`src/inc/bwl_pkg.sv`:
```
// boot wrap/latency defaults register: constants, types, helpers
// assumes one system clock; serial pins are sampled, not clocked on
package bwl_pkg;
  localparam logic [7:0] CMD_NV_NONVOLATILE_WRITE_ENABLE_CMD = 8'h06;
  localparam logic [7:0] CMD_REG_WRITE = 8'h01;
  localparam logic [7:0] CMD_WRITE_ANY = 8'h71;
  localparam logic [7:0] CMD_READ_ANY = 8'h65;
  localparam logic [7:0] CMD_NONE = 8'h00;
  localparam int RSV_BIT = 7;
  localparam int WL_HI = 6;
  localparam int WL_LO = 5;
  localparam int WE_BIT = 4;
  localparam int RL_HI = 3;
  localparam int RL_LO = 0;
  localparam logic [7:0] NV_DEFAULT = 8'h60;
  localparam logic [3:0] DUMMY_FIXED = 4'h1;
  localparam logic [3:0] DUMMY_CODE0 = 4'h8;
  localparam logic [3:0] DUMMY_NONE = 4'h0;
  localparam logic [6:0] WRAP_MIN_BYTES = 7'h08;
  localparam logic [4:0] ADDR_LAST_BIT = 5'h17;
  localparam logic [2:0] BYTE_LAST_BIT = 3'h7;
  localparam logic [2:0] WRR_CFG_IDX = 3'h3;
  localparam logic [2:0] WRITE_ANY_REGISTER_CMD_DATA_IDX = 3'h0;
  localparam logic [2:0] BYTE_CNT_MAX = 3'h7;

  typedef enum logic [1:0] {
    CLS_FIXED_ONE = 2'b00,
    CLS_VARIABLE = 2'b01,
    CLS_QUAD_ARRAY = 2'b10,
    CLS_FIXED_ZERO = 2'b11
  } bwl_class_e;

  typedef enum logic [2:0] {
    ST_CMD = 3'b000,
    ST_ADDR = 3'b001,
    ST_WDATA = 3'b010,
    ST_DUMMY = 3'b011,
    ST_RDATA = 3'b100,
    ST_SKIP = 3'b101
  } bwl_state_e;

  function automatic logic [3:0] dummy_cycles(input bwl_class_e cls,
                                              input logic [3:0] code);
    logic [3:0] n;
    n = DUMMY_NONE;
    case (cls)
      CLS_FIXED_ONE: n = DUMMY_FIXED;
      CLS_VARIABLE, CLS_QUAD_ARRAY: n = (code == 4'h0) ? DUMMY_CODE0 : code;
      default: n = DUMMY_NONE;
    endcase
    return n;
  endfunction

  function automatic logic [5:0] wrap_mask(input logic [1:0] wl);
    return 6'((WRAP_MIN_BYTES << wl) - 7'h01);
  endfunction
endpackage

```
`src/logic/bwl_config.sv`:
```
// boot defaults register with live copy, serial access and read helper
// assumes mode-0 serial host on sampled pins, read engine on clk_sys
`timescale 1ns/1ps
`default_nettype none
module bwl_config import bwl_pkg::*; #(
  parameter logic [23:0] REG_ADDR = 24'h000003
) (
  // system
  input wire logic clk_sys,
  input wire logic reset_n,
  // serial pins
  input wire logic sck_pin,
  input wire logic cs_n_pin,
  input wire logic si_pin,
  output var logic so_out,
  output var logic so_oe_n,
  // resets that reload the live copy
  input wire logic hw_reset_n_pin,
  input wire logic sw_reset,
  // read engine request
  input wire logic rd_req,
  input wire bwl_class_e rd_class,
  input wire logic [31:0] rd_addr,
  // read engine answer
  output var logic rd_done,
  output var logic [3:0] rd_dummy,
  output var logic rd_wrap_on,
  output var logic [31:0] rd_next_addr,
  output var logic [7:0] live_cfg
);
  logic sck_s1_r, sck_s2_r, sck_d_r;
  logic cs_s1_r, cs_s2_r, cs_d_r;
  logic si_s1_r, si_s2_r;
  logic hwr_s1_r, hwr_s2_r;
  logic rise, fall, cs_act, cs_end;
  bwl_state_e state_r;
  logic [4:0] bit_cnt_r;
  logic [2:0] byte_cnt_r;
  logic [7:0] sh_in_r, sin_nxt, cmd_r, data_r, sh_out_r, nv_r;
  logic [23:0] addr_r;
  logic [3:0] dummy_left_r;
  logic wel_r, cap_byte, write_ok;
  logic [3:0] live_rl;
  logic live_we;
  logic [1:0] live_wl;
  logic [5:0] rd_mask;

  // pins cross into clk_sys through two stages before use
  always_ff @(posedge clk_sys or negedge reset_n) begin
    if (!reset_n) begin
      sck_s1_r <= 1'b0;
      sck_s2_r <= 1'b0;
      sck_d_r <= 1'b0;
      cs_s1_r <= 1'b1;
      cs_s2_r <= 1'b1;
      cs_d_r <= 1'b1;
      si_s1_r <= 1'b0;
      si_s2_r <= 1'b0;
      hwr_s1_r <= 1'b1;
      hwr_s2_r <= 1'b1;
    end else begin
      sck_s1_r <= sck_pin;
      sck_s2_r <= sck_s1_r;
      sck_d_r <= sck_s2_r;
      cs_s1_r <= cs_n_pin;
      cs_s2_r <= cs_s1_r;
      cs_d_r <= cs_s2_r;
      si_s1_r <= si_pin;
      si_s2_r <= si_s1_r;
      hwr_s1_r <= hw_reset_n_pin;
      hwr_s2_r <= hwr_s1_r;
    end
  end

  assign rise = sck_s2_r & ~sck_d_r;
  assign fall = ~sck_s2_r & sck_d_r;
  assign cs_act = ~cs_s2_r;
  assign cs_end = cs_s2_r & ~cs_d_r;
  assign sin_nxt = {sh_in_r[6:0], si_s2_r};
  assign live_rl = live_cfg[RL_HI:RL_LO];
  assign live_we = live_cfg[WE_BIT];
  assign live_wl = live_cfg[WL_HI:WL_LO];
  assign rd_mask = wrap_mask(live_wl);
  // write-any targets one address; write-registers carries it 4th
  assign cap_byte = (state_r == ST_WDATA) && rise &&
                    (bit_cnt_r[2:0] == BYTE_LAST_BIT) &&
                    (byte_cnt_r == ((cmd_r == CMD_REG_WRITE) ?
                                    WRR_CFG_IDX : WRITE_ANY_REGISTER_CMD_DATA_IDX));
  assign write_ok = (cmd_r == CMD_REG_WRITE) ?
                    (byte_cnt_r > WRR_CFG_IDX) :
                    ((byte_cnt_r > WRITE_ANY_REGISTER_CMD_DATA_IDX) && (addr_r == REG_ADDR));

  // command sequencer, advances on sampled rising serial edges
  always_ff @(posedge clk_sys or negedge reset_n) begin
    if (!reset_n) begin
      state_r <= ST_CMD;
      bit_cnt_r <= 5'h00;
      byte_cnt_r <= 3'h0;
      sh_in_r <= 8'h00;
      cmd_r <= CMD_NONE;
      addr_r <= 24'h000000;
      dummy_left_r <= 4'h0;
    end else if (!cs_act) begin
      state_r <= ST_CMD;
      bit_cnt_r <= 5'h00;
      byte_cnt_r <= 3'h0;
      cmd_r <= CMD_NONE;
    end else if (rise) begin
      case (state_r)
        ST_CMD: begin
          sh_in_r <= sin_nxt;
          bit_cnt_r <= (bit_cnt_r[2:0] == BYTE_LAST_BIT) ? 5'h00 :
                       5'(bit_cnt_r + 5'h01);
          if (bit_cnt_r[2:0] == BYTE_LAST_BIT) begin
            cmd_r <= sin_nxt;
            case (sin_nxt)
              CMD_REG_WRITE: state_r <= ST_WDATA;
              CMD_WRITE_ANY, CMD_READ_ANY: state_r <= ST_ADDR;
              default: state_r <= ST_SKIP;
            endcase
          end
        end
        ST_ADDR: begin
          addr_r <= {addr_r[22:0], si_s2_r};
          bit_cnt_r <= 5'(bit_cnt_r + 5'h01);
          if (bit_cnt_r == ADDR_LAST_BIT) begin
            bit_cnt_r <= 5'h00;
            state_r <= (cmd_r == CMD_READ_ANY) ? ST_DUMMY : ST_WDATA;
            dummy_left_r <= dummy_cycles(CLS_VARIABLE, live_rl);
          end
        end
        ST_WDATA: begin
          sh_in_r <= sin_nxt;
          bit_cnt_r <= (bit_cnt_r[2:0] == BYTE_LAST_BIT) ? 5'h00 :
                       5'(bit_cnt_r + 5'h01);
          if (bit_cnt_r[2:0] == BYTE_LAST_BIT && byte_cnt_r != BYTE_CNT_MAX)
            byte_cnt_r <= 3'(byte_cnt_r + 3'h1);
        end
        ST_DUMMY: begin
          dummy_left_r <= 4'(dummy_left_r - 4'h1);
          if (dummy_left_r == 4'h1)
            state_r <= ST_RDATA;
        end
        default: state_r <= state_r;
      endcase
    end
  end

  // read-back shifter; data changes on falling edges, repeats the byte
  always_ff @(posedge clk_sys or negedge reset_n) begin
    if (!reset_n) begin
      sh_out_r <= 8'h00;
      so_out <= 1'b0;
      so_oe_n <= 1'b1;
    end else if (!cs_act) begin
      so_oe_n <= 1'b1;
    end else if (rise && state_r == ST_DUMMY && dummy_left_r == 4'h1) begin
      sh_out_r <= (addr_r == REG_ADDR) ? nv_r : 8'h00;
    end else if (fall && state_r == ST_RDATA) begin
      so_out <= sh_out_r[7];
      so_oe_n <= 1'b0;
      sh_out_r <= {sh_out_r[6:0], sh_out_r[7]};
    end
  end

  // captured data byte for the stored register
  always_ff @(posedge clk_sys or negedge reset_n) begin
    if (!reset_n)
      data_r <= 8'h00;
    else if (cap_byte)
      data_r <= sin_nxt;
  end

  // write enable latch and non-volatile store, committed at deselect
  always_ff @(posedge clk_sys or negedge reset_n) begin
    if (!reset_n) begin
      wel_r <= 1'b0;
      nv_r <= NV_DEFAULT;
    end else if (cs_end) begin
      if (cmd_r == CMD_NV_NONVOLATILE_WRITE_ENABLE_CMD)
        wel_r <= 1'b1;
      if (cmd_r == CMD_REG_WRITE || cmd_r == CMD_WRITE_ANY) begin
        wel_r <= 1'b0;
        if (wel_r && write_ok)
          nv_r <= {1'b0, data_r[6:0]};
      end
    end
  end

  // live copy: later writes to the store wait for the next reset
  always_ff @(posedge clk_sys or negedge reset_n) begin
    if (!reset_n)
      live_cfg <= NV_DEFAULT;
    else if (!hwr_s2_r || sw_reset)
      live_cfg <= nv_r;
  end

  // read helper: dummy count and next burst address
  always_ff @(posedge clk_sys or negedge reset_n) begin
    if (!reset_n) begin
      rd_done <= 1'b0;
      rd_dummy <= 4'h0;
      rd_wrap_on <= 1'b0;
      rd_next_addr <= 32'h00000000;
    end else begin
      rd_done <= rd_req;
      if (rd_req) begin
        rd_dummy <= dummy_cycles(rd_class, live_rl);
        rd_wrap_on <= (rd_class == CLS_QUAD_ARRAY) &&
                      !live_we;
        if ((rd_class == CLS_QUAD_ARRAY) && !live_we)
          rd_next_addr <= (rd_addr & ~{26'h0, rd_mask}) |
                          {26'h0, 6'(rd_addr[5:0] + 6'h01) &
                           rd_mask};
        else
          rd_next_addr <= 32'(rd_addr + 32'h1);
      end
    end
  end
endmodule
`default_nettype wire

```
`config.mk`:
```
export PLATFORM = sky130hd
export DESIGN_NAME = bwl_config
export DESIGN_NICKNAME = d
export VERILOG_FILES = /design/src/inc/bwl_pkg.sv /design/src/logic/bwl_config.sv
export SDC_FILE = /design/constraint.sdc
export NUM_CORES = 1
export LEC_CHECK = 0
export ABC_AREA = 1
export BUFFER_PORTS_ARGS = -buffer_cell sky130_fd_sc_hd__buf_4
export CORE_MARGIN = 2
export CORE_UTILIZATION = 43
export CTS_CLUSTER_DIAMETER = 40
export DETAILED_ROUTE_END_ITERATION = 12
export HOLD_SLACK_MARGIN = 0.03
export MAX_ROUTING_LAYER = met4
export PLACE_DENSITY = 0.7
export SYNTH_ARGS = -nofsm -noshare
export SYNTH_HDL_FRONTEND = slang
export SYNTH_SLANG_ARGS = --single-unit
```
`constraint.sdc`:
```
create_clock -name clk_sys -period 3.1 [get_ports clk_sys]
set_input_delay 0.465 -clock clk_sys [delete_from_list [all_inputs] [get_ports clk_sys]]
set_output_delay 0.465 -clock clk_sys [all_outputs]
set_load 0.02 [all_outputs]
```
==> out/metrics.yaml, run 1 <==
outcome:
  status: "complete, no violations"
timing:
  worst_slew_pin_slew_ps: 1100
  clock.fmax_ghz: 0.516
  fin_skew_ps: 6.91
  hold_viol: 0
  fin_crit_ps: 1940
  period_share: 0.625
  setup_viol: 0
  final.setup.tns_ps: 0
  slew_viol_final: 0
  rsz0062_at_grt: "false"
  relSlewSlack: 0.268
critical_path:
  startpoint: "cs_s2_r$_DFF_PN1_"
  path_max_fanout: 21
  r2r_cells: 8
  r2r_slack_ps: 1160
  rr_endpoint: "nv_r[1]$_DFFE_PN0P_"
  cp-start-kind: "flop"
  required_ps: 3400
  rr_startpoint: "cs_s2_r$_DFF_PN1_"
  worst_ep_arrival_time_ps: 2240
  path_class: "flop to flop"
  end_kind: "flop"
place:
  routabilityCongestion: 0.895
  post-dp-hpwl_um: 11000
  io_buffers: 88
  placed_cell_area_mm2: 0.00744
synthesis:
  synthFlopType: "dfrtp_1"
  synth_cell_type_count: 39
  syn_inst: 783
  yosys-top-cells-area: "dfrtp_1 47%, nand2_1 11%, nand3_1 6.0%"
  synth-edff-count: 0
  yosysSeqAreaShare: 0.512
  syn_area_mm2: 0.00658
  yosysWarnings: 0
  yosys.area.top_type: "dfrtp_1"
  yosysTopAreaCellShare: 0.472
  synth_seq_cells: 134
  synth_nets: 837
  synth.avg_cell_area_um2: 8.40
  async_flop_share: 1.00
floorplan:
  start_util: 0.436
  fp.dieW_um: 128
  core_area_mm2: 0.0151
  rows: 45
  io_pins: 90
  fp.dieH_um: 128
  die_area_mm2: 0.0163
detailed_routing:
  drc: 0
  via_per_inst: 5.15
  ant_nets: 0
  wl_per_cell_um: 13.9
  routed_wl_um: 15000
  drtPass1Iterations: 5
  vias: 5555
  first_iter_violations: 489
final_layout:
  syn_to_final_growth_pct: 21.9
  fin_nets: 932
  antenna_cells: 0
  mostFrequentLayoutCells: "199 x nand2_1, 124 x dfrtp_1, 92 x buf_4"
  fin_area_mm2: 0.00802
  final_common_cell: "nand2_1"
  drive_gt1_frac: 0.184
global_route:
  antenna_found_initial: 0
  grt_use_met1: 0.261
  grt.total_usage: 0.198
  grt_util_met2: 0.309
  grt_pass1_wl_um: 25200
  grt-busiest-layer: "met2"
  grt_max_degree: 69
  grt_pass1_vias: 5321
  grt_util_met3: 0.0480
  overflow: 0
power:
  p_leak_nw: 3.97
  p_per_area_mw_per_mm2: 606
  ir_drop_uv: 468
  finalPower_w: 0.00485
clocking:
  cts_tree: "done"
  post_cts_buffers: 0
  postCtsResizedCells: 0
  cts_hold_buf: 0
  clockRootBuffer: "clkbuf_16"
  ctsHtreeMaxLevel: 4
  cts_buffers: 17
  clkTransAtPathRegs_ps: 60
  max-clock-path-buffers: 2
  clk_latency_ps: 420
  cts_sinks: 134
hold_path:
  hold_path.class: "input port to async pin"
run:
  drv_cap: 0
area by class of cell:
type	instances	area, µm²
Clock buffer	24	482
Clock inverter	8	97.6
Fill cell	1424	7070
Inverter	85	319
Multi-Input combinational cell	547	2810
Sequential cell	134	3370
Tap cell	188	235
Timing Repair Buffer	93	702
power by group:
group          switching (W)  total (W)  internal, W  leakage (nW)
clock network       0.000722    0.00196      0.00124         0.276
registers           0.000144    0.00209      0.00195          1.74
logic               0.000504   0.000800     0.000296          1.96
total                0.00137    0.00485      0.00348          3.97
worst max-delay path, cell delays in order (launching register included):
cell and delay (ps):
dfstp_2 610, inv_2 190, or2_1 300, nor3_2 130, nand2_1 120, nor2_4 200, nand2_2 140, nand2_1 90
nand2_1 50
kinds of logic after synthesis:
kind of cell             after synthesis  share of synthesized area
buffers and inverters                102                     0.0603
multiplexers                          24                     0.0411
AND/OR/NAND/NOR                      395                      0.260
other                                  1                   0.000570
adder cells (fa/ha/maj)               12                     0.0228
XOR/XNOR                              11                     0.0146
flip-flops                           134                      0.512
AO/OA/AOI/OAI                        104                     0.0883
worst max-delay path by stage:
stage	to	slack, ps	depth (start not counted)
2_1_floorplan	rd_next_addr[27]$_DFFE_PN0P_	1440	9
3_3_place_gp	rd_next_addr[12]$_DFFE_PN0P_	1050	5
3_5_place_dp	rd_next_addr[21]$_DFFE_PN0P_	1050	9
4_1_cts	nv_r[1]$_DFFE_PN0P_	1150	8
5_1_grt	nv_r[3]$_DFFE_PN0P_	1040	8
6_report	nv_r[1]$_DFFE_PN0P_	1160	8
state kept, by name, summed over array words and instances (netlist names), 3 cells and up:
register / cells
rd_dummy: 4
state_r: 3
sh_out_r: 8
nv_r: 7
data_r: 7
live_cfg: 7
dummy_left_r: 4
addr_r: 24
sh_in_r: 7
bit_cnt_r: 5
rd_next_addr: 32
byte_cnt_r: 3
cmd_r: 8
routing by layer:
layer,share of wire,vias up
li1,-,2752
met1,0.47,2612
met2,0.45,174
met3,0.062,17
met4,0.011,0
met5,0,-
synth_stat cells, types with 2 or more instances:
library cell	n
a21o_1	7
a21oi_1	19
a31oi_1	2
buf_2	2
buf_4	3
clkbuf_1	11
dfrtp_1	124
dfstp_2	10
ha_1	12
inv_1	75
inv_2	10
mux2_1	18
mux2_2	6
nand2_1	199
nand2_2	5
nand3_1	79
nand3b_1	2
nand4_1	20
nor2_1	69
nor2_2	5
nor2_4	2
nor3_1	10
nor3_2	2
o211ai_1	2
o21ai_0	48
o21ai_1	12
o21bai_1	3
o22ai_1	4
o31ai_1	3
xnor2_1	4
xor2_1	7
metrics by stage:
step / setup WS, ps / utilization / std cells / hold WS (ps)
2_1_floorplan: 1440 / - / 783 / 169
3_3_place_gp: 1050 / 0.493 / 1047 / 332
3_5_place_dp: 1050 / 0.493 / 1047 / 339
4_1_cts: 1150 / 0.531 / 1079 / 54.7
5_1_grt: 1040 / 0.531 / 1079 / 76.5
6_report: 1160 / 0.531 / 1079 / 21.5
Power figures use the tool's default switching activity.
==> inputs of run 2 (changes only) <==
- PLACE_DENSITY: 0.7 -> 0.72
- clock period: 3.1 -> 1.71 ns (I/O delays scaled with it)
==> out/metrics.yaml, run 2 (same netlist as run 1, synthesis figures left out) <==
outcome:
  status: "complete, no violations"
power:
  p_sw_frac: 0.285  # +0.00228
  power.share.sequential: 0.410  # -0.020
  power.switching_w: 0.00262  # +91%
  power_frac_comb: 0.163  # -0.002
  p_per_area_mw_per_mm2: 1100  # +82%
  p_leak_nw: 4.18  # +5.1%
  p_int_w: 0.00660  # +89%
  clkPwrFrac: 0.427  # +0.022
  finalPower_w: 0.00922  # +90%
  ir_drop_uv: 643  # +37%
critical_path:
  cp.depth: 6  # -2
  cp-start-kind: "flop"
  crit_buf_inv: 2  # +1
  worst_ep_arrival_time_ps: 1880  # -360 ps
  cp_cell_sequence: "inv_2 -> nand2_1 -> nor2_1 -> nand2_2 -> buf_12 -> mux2_1"
  r2r_cells: 6  # -2
  max_stage_delay_ps: 400  # -210 ps
  crit_slowest_cell: "dfrtp_1"
  critPathTopFamily: "simple AND/OR/NAND/NOR gates"
  required_ps: 2010  # -1390 ps
  end_kind: "flop"
  path_max_fanout: 25  # +19%
  path_class: "flop to flop"
place:
  post-dp-hpwl_um: 11300  # +3.1%
  routabilityCongestion: 0.902  # +0.87%
  place_ws_ps: 18.7  # -1030 ps
  io_buffers: 88  # unchanged
clocking:
  cts_buffers: 17  # unchanged
  ctsHtreeMaxLevel: 4  # unchanged
  max-clock-path-buffers: 2  # unchanged
  cts_tree: "done"
  cts_sinks: 134  # unchanged
  clockRootBuffer: "clkbuf_16"
  clkTransAtPathRegs_ps: 60  # about the same
  clk_latency_ps: 420  # about the same
floorplan:
  fp.dieH_um: 128  # unchanged
  fp.dieW_um: 128  # unchanged
  rows: 45  # unchanged
  start_util: 0.436  # unchanged
  die_area_mm2: 0.0163  # unchanged
  io_pins: 90  # unchanged
  core_area_mm2: 0.0151  # unchanged
timing:
  hold_viol: 0  # unchanged
  setup_viol: 0  # unchanged
  period_share: 0.924  # +0.299
  fin_crit_ps: 1580  # -358 ps
  final.setup.tns_ps: 0  # unchanged
  fin_skew_ps: 8.33  # +1.42 ps
  slew_viol_final: 0  # unchanged
  fin_ws_ps: 131  # -1030 ps
  clock.fmax_ghz: 0.633  # +23%
  holdWs_ps: 55.7  # +34.1 ps
final_layout:
  largest_register_ffs: 32  # unchanged
  syn_to_final_growth_pct: 27.4
  mostFrequentLayoutCells: "197 x nand2_1, 124 x dfrtp_1, 115 x buf_4"
  regMostFlops: "rd_next_addr"
  fin_nets: 963  # +3.3%
  reg_top3: "rd_next_addr (32), addr_r (24)"
  drive_gt1_frac: 0.215  # +0.0307
  final_common_cell: "nand2_1"
  final_core_util: 0.555  # +0.0239
  antenna_cells: 0  # unchanged
global_route:
  grt.total_usage: 0.202  # +0.00386
  grt_max_degree: 49  # -29%
  grt_pass1_wl_um: 25700  # +2.1%
  antenna_found_initial: 0  # unchanged
  overflow: 0  # unchanged
  grt_pass1_vias: 5542  # +4.2%
detailed_routing:
  vias: 5687  # +2.4%
  via_per_inst: 5.12  # -0.48%
  first_iter_violations: 501  # +2.5%
  drtPass1Iterations: 5  # unchanged
  routed_wl_um: 15400  # +2.7%
  ant_nets: 0  # unchanged
  drc: 0  # unchanged
  wl_per_cell_um: 13.9  # -0.21%
hold_path:
  hold_path.class: "input port to flop"
  min_path_cells: 2
run:
  drv_cap: 0  # unchanged
[run 2: changes by cell type in the layout (fill, tap and decap cells not counted), moves of 2 or more]
cell and change:
clkinvlp_4 -2, nand2_2 +2, clkbuf_8 -2, inv_6 +6, clkbuf_1 -4, buf_12 +3
buf_4 +23, nand2_1 -2, bufinv_16 +2, dlygate4sd3_1 +5
[run 2: per-layer routing]
metal,vias to the layer above,track usage,wire length [µm]
met5,-,-,0
met4,0,0.0666,229
met3,29,0.0388,927
met2,180,0.325,7200
met1,2656,0.259,7060
li1,2822,-,-
[run 2: final cells by class]
class	instances	area, µm²
Timing Repair Buffer	124	985
Multi-Input combinational cell	547	2830
Inverter	85	322
Fill cell	1342	6710
Clock buffer	18	439
Tap cell	188	235
Sequential cell	134	3370
Clock inverter	14	195
[run 2: worst reg2reg max path, stage by stage (launching register included)]
cell	delay (ps)
dfrtp_1	400
inv_2	50
nand2_1	150
nor2_1	250
nand2_2	100
buf_12	170
mux2_1	340
[run 2: path summary, 6_finish.rpt]
check	start	endpoint	slack, ps
min in group asynchronous	reset_n	rd_next_addr[0]$_DFFE_PN0P_	340
min	rd_addr[0]	rd_next_addr[0]$_DFFE_PN0P_	60
max reg2reg	sck_d_r$_DFF_PN0_	addr_r[10]$_DFFE_PN0P_	130
max in group asynchronous	reset_n	cs_s1_r$_DFF_PN1_	740
max	sck_d_r$_DFF_PN0_	addr_r[10]$_DFFE_PN0P_	130
min reg2reg	sck_s1_r$_DFF_PN0_	sck_s2_r$_DFF_PN0_	350
[run 2: metrics by stage]
step | area (µm²) | cells
2_1_floorplan | 6580 | 783
3_3_place_gp | 7660 | 1072
3_5_place_dp | 7660 | 1072
4_1_cts | 8350 | 1109
5_1_grt | 8380 | 1110
6_report | 8380 | 1110
[run 2: repair_timing]
| action | in CTS | in global routing |
|---|---|---|
| hold buffers | 5 | 0 |
| resized for setup | 0 | 7 |
| buffers inserted | 0 | 1 |
| endpoints found under the setup margin | 0 | 14 |
| hold endpoints to repair | 45 | 0 |
[run 2: power groups by stage]
stage	sequential (W)	combinational (W)	clock, W
6_report	0.00378	0.00150	0.00393
5_1_grt	0.00383	0.00170	0.00411
4_1_cts	0.00378	0.00151	0.00399
3_5_place_dp	0.00383	0.00149	0
3_3_place_gp	0.00382	0.00147	0
2_1_floorplan	0.00388	0.000827	0
==> inputs of run 3 (changes only) <==
- GPL_ROUTABILITY_DRIVEN: not set -> 1
- PLACE_DENSITY: 0.72 -> 0.7
- clock period: 1.71 -> 1.92 ns (I/O delays scaled with it)
==> out/metrics.yaml, run 3 (same netlist as run 1, synthesis figures left out) <==
final_layout:
  largest_register_ffs: 32  # unchanged
  nFillCells: 1419  # +5.7%
  final_common_cell: "nand2_1"
  fin_nets: 945  # -1.9%
  regMostFlops: "rd_next_addr"
  drive_gt1_frac: 0.191  # -0.0241
  multiInputGateArea_mm2: 0.00281  # -0.71%
  fin_cells: 1090  # -1.8%
  mostFrequentLayoutCells: "199 x nand2_1, 124 x dfrtp_1, 97 x buf_4"
  regArea_mm2: 0.00337  # unchanged
  antenna_cells: 0  # unchanged
  reg_top3: "rd_next_addr (32), addr_r (24)"
  syn_to_final_growth_pct: 23.3
timing:
  slew_viol_final: 0  # unchanged
  fin_crit_ps: 1690  # +106 ps
  period_share: 0.878  # -0.0458
  clock.fmax_ghz: 0.593  # -6.3%
  setup_viol: 0  # unchanged
  hold_viol: 0  # unchanged
  fin_ws_ps: 235  # +104 ps
  rsz0062_at_grt: "false"
  final.setup.tns_ps: 0  # unchanged
  fin_skew_ps: 7.28  # -1.04 ps
global_route:
  grt_max_degree: 63  # +29%
  grt_pass1_wl_um: 25700  # +0.11%
  grt_pass1_vias: 5295  # -4.5%
  antenna_found_initial: 0  # unchanged
  grt.total_usage: 0.204  # +0.00193
  overflow: 0  # unchanged
power:
  ir_drop_uv: 765  # +19%
  power.share.sequential: 0.442  # +0.032
  p_sw_frac: 0.292  # +0.00740
  power_frac_comb: 0.177  # +0.014
  power.switching_w: 0.00222  # -15%
  p_per_area_mw_per_mm2: 937  # -15%
  clkPwrFrac: 0.381  # -0.046
  p_int_w: 0.00538  # -18%
  p_leak_nw: 4.02  # -3.7%
clocking:
  postCtsResizedCells: 0  # unchanged
  clkTransAtPathRegs_ps: 50  # about the same
  cts_tree: "done"
  ctsHtreeMaxLevel: 4  # unchanged
  clockRootBuffer: "clkbuf_16"
  clk_latency_ps: 420  # about the same
  max-clock-path-buffers: 2  # unchanged
  cts_buffers: 17  # unchanged
  cts_sinks: 134  # unchanged
hold_path:
  min_path_cells: 2  # unchanged
  hold_path.class: "input port to flop"
place:
  io_buffers: 88  # unchanged
  routabilityCongestion: 0.912  # +1.1%
  place_ws_ps: 128  # +110 ps
  dp_cells: 1055  # -1.6%
  post-dp-hpwl_um: 11000  # -3.0%
floorplan:
  rows: 45  # unchanged
  io_pins: 90  # unchanged
  start_util: 0.436  # unchanged
  fp.dieH_um: 128  # unchanged
  fp.dieW_um: 128  # unchanged
  core_area_mm2: 0.0151  # unchanged
  die_area_mm2: 0.0163  # unchanged
critical_path:
  path_class: "flop to flop"
  crit_slowest_cell: "dfrtp_1"
  max_stage_delay_ps: 350  # -50 ps
  r2r_slack_ps: 230  # +100 ps
  worst_ep_arrival_time_ps: 2020  # +140 ps
  required_ps: 2260  # +250 ps
  end_kind: "flop"
  cp_cell_sequence: "inv_1 -> ha_1 -> nand3_1 -> nor2_1 -> nand2_2 -> nand2_1 -> nand2_2 -> inv_2 -> nor2_1 -> a21oi_1"
  path_max_fanout: 10  # -60%
  cp-start-kind: "flop"
  r2r_cells: 10  # +4
detailed_routing:
  drc: 0  # unchanged
  first_iter_violations: 351  # -30%
  vias: 5573  # -2.0%
  via_per_inst: 5.11  # -0.21%
  routed_wl_um: 15100  # -1.8%
  wl_per_cell_um: 13.9  # about the same
  drtPass1Iterations: 5  # unchanged
  ant_nets: 0  # unchanged
outcome:
  status: "complete, no violations"
run:
  drv_cap: 0  # unchanged
-- run 3: path summary, 6_finish.rpt --
check | endpoint | startpoint
min in group asynchronous | live_cfg[4]$_DFFE_PN0P_ | reset_n
max | sh_out_r[5]$_DFFE_PN0P_ | dummy_left_r[1]$_DFFE_PN0P_
min | rd_next_addr[0]$_DFFE_PN0P_ | rd_addr[0]
max in group asynchronous | cs_s1_r$_DFF_PN1_ | reset_n
max reg2reg | sh_out_r[5]$_DFFE_PN0P_ | dummy_left_r[1]$_DFFE_PN0P_
min reg2reg | hwr_s2_r$_DFF_PN1_ | hwr_s1_r$_DFF_PN1_
-- run 3: critical path: cells and delay by family, from the launching register on --
| family | cells | cell delay, ps |
|---|---|---|
| adders and majority gates | 1 | 170 |
| AOI/OAI and AO/OA | 1 | 130 |
| and+or+nand+nor | 6 | 670 |
| buffers and inverters | 2 | 290 |
| DFF | 1 | 350 |
-- run 3: power by group through the flow --
stage          combinational [W]  sequential [W]  clock, W
6_report                 0.00135         0.00336   0.00290
4_1_cts                  0.00136         0.00336   0.00296
3_3_place_gp             0.00132         0.00340         0
3_5_place_dp             0.00134         0.00340         0
2_1_floorplan           0.000737         0.00346         0
5_1_grt                  0.00153         0.00341   0.00309
-- run 3: layout make-up --
| cell class | instances | share of cell area |
|---|---|---|
| Sequential cell | 134 | 0.415 |
| Multi-Input combinational cell | 547 | 0.347 |
| Timing Repair Buffer | 106 | 0.105 |
| Clock buffer | 22 | 0.0585 |
| Inverter | 85 | 0.0393 |
| Tap cell | 188 | 0.0290 |
| Clock inverter | 8 | 0.00663 |
-- run 3: what timing repair did --
item,in CTS,in global routing
buffers inserted,0,0
hold buffers,5,0
endpoints found under the hold margin,31,0
-- run 3: metal layers --
metal / vias to the layer above / GRT usage / wire length [µm]
li1: 2784 / - / -
met1: 2610 / 0.276 / 7120
met2: 151 / 0.304 / 6780
met3: 28 / 0.0459 / 909
met4: 0 / 0.0750 / 329
met5: - / - / 0
-- run 3: metrics by stage --
stage	instance area (µm²)	hold slack (ps)	total power (W)	util
6_report	8110	110	0.00760	0.538
5_1_grt	8110	110	0.00802	0.538
4_1_cts	8110	99.8	0.00767	0.538
3_5_place_dp	7530	181	0.00475	0.499
3_3_place_gp	7530	183	0.00472	0.499
2_1_floorplan	6580	-7.59	0.00420	-
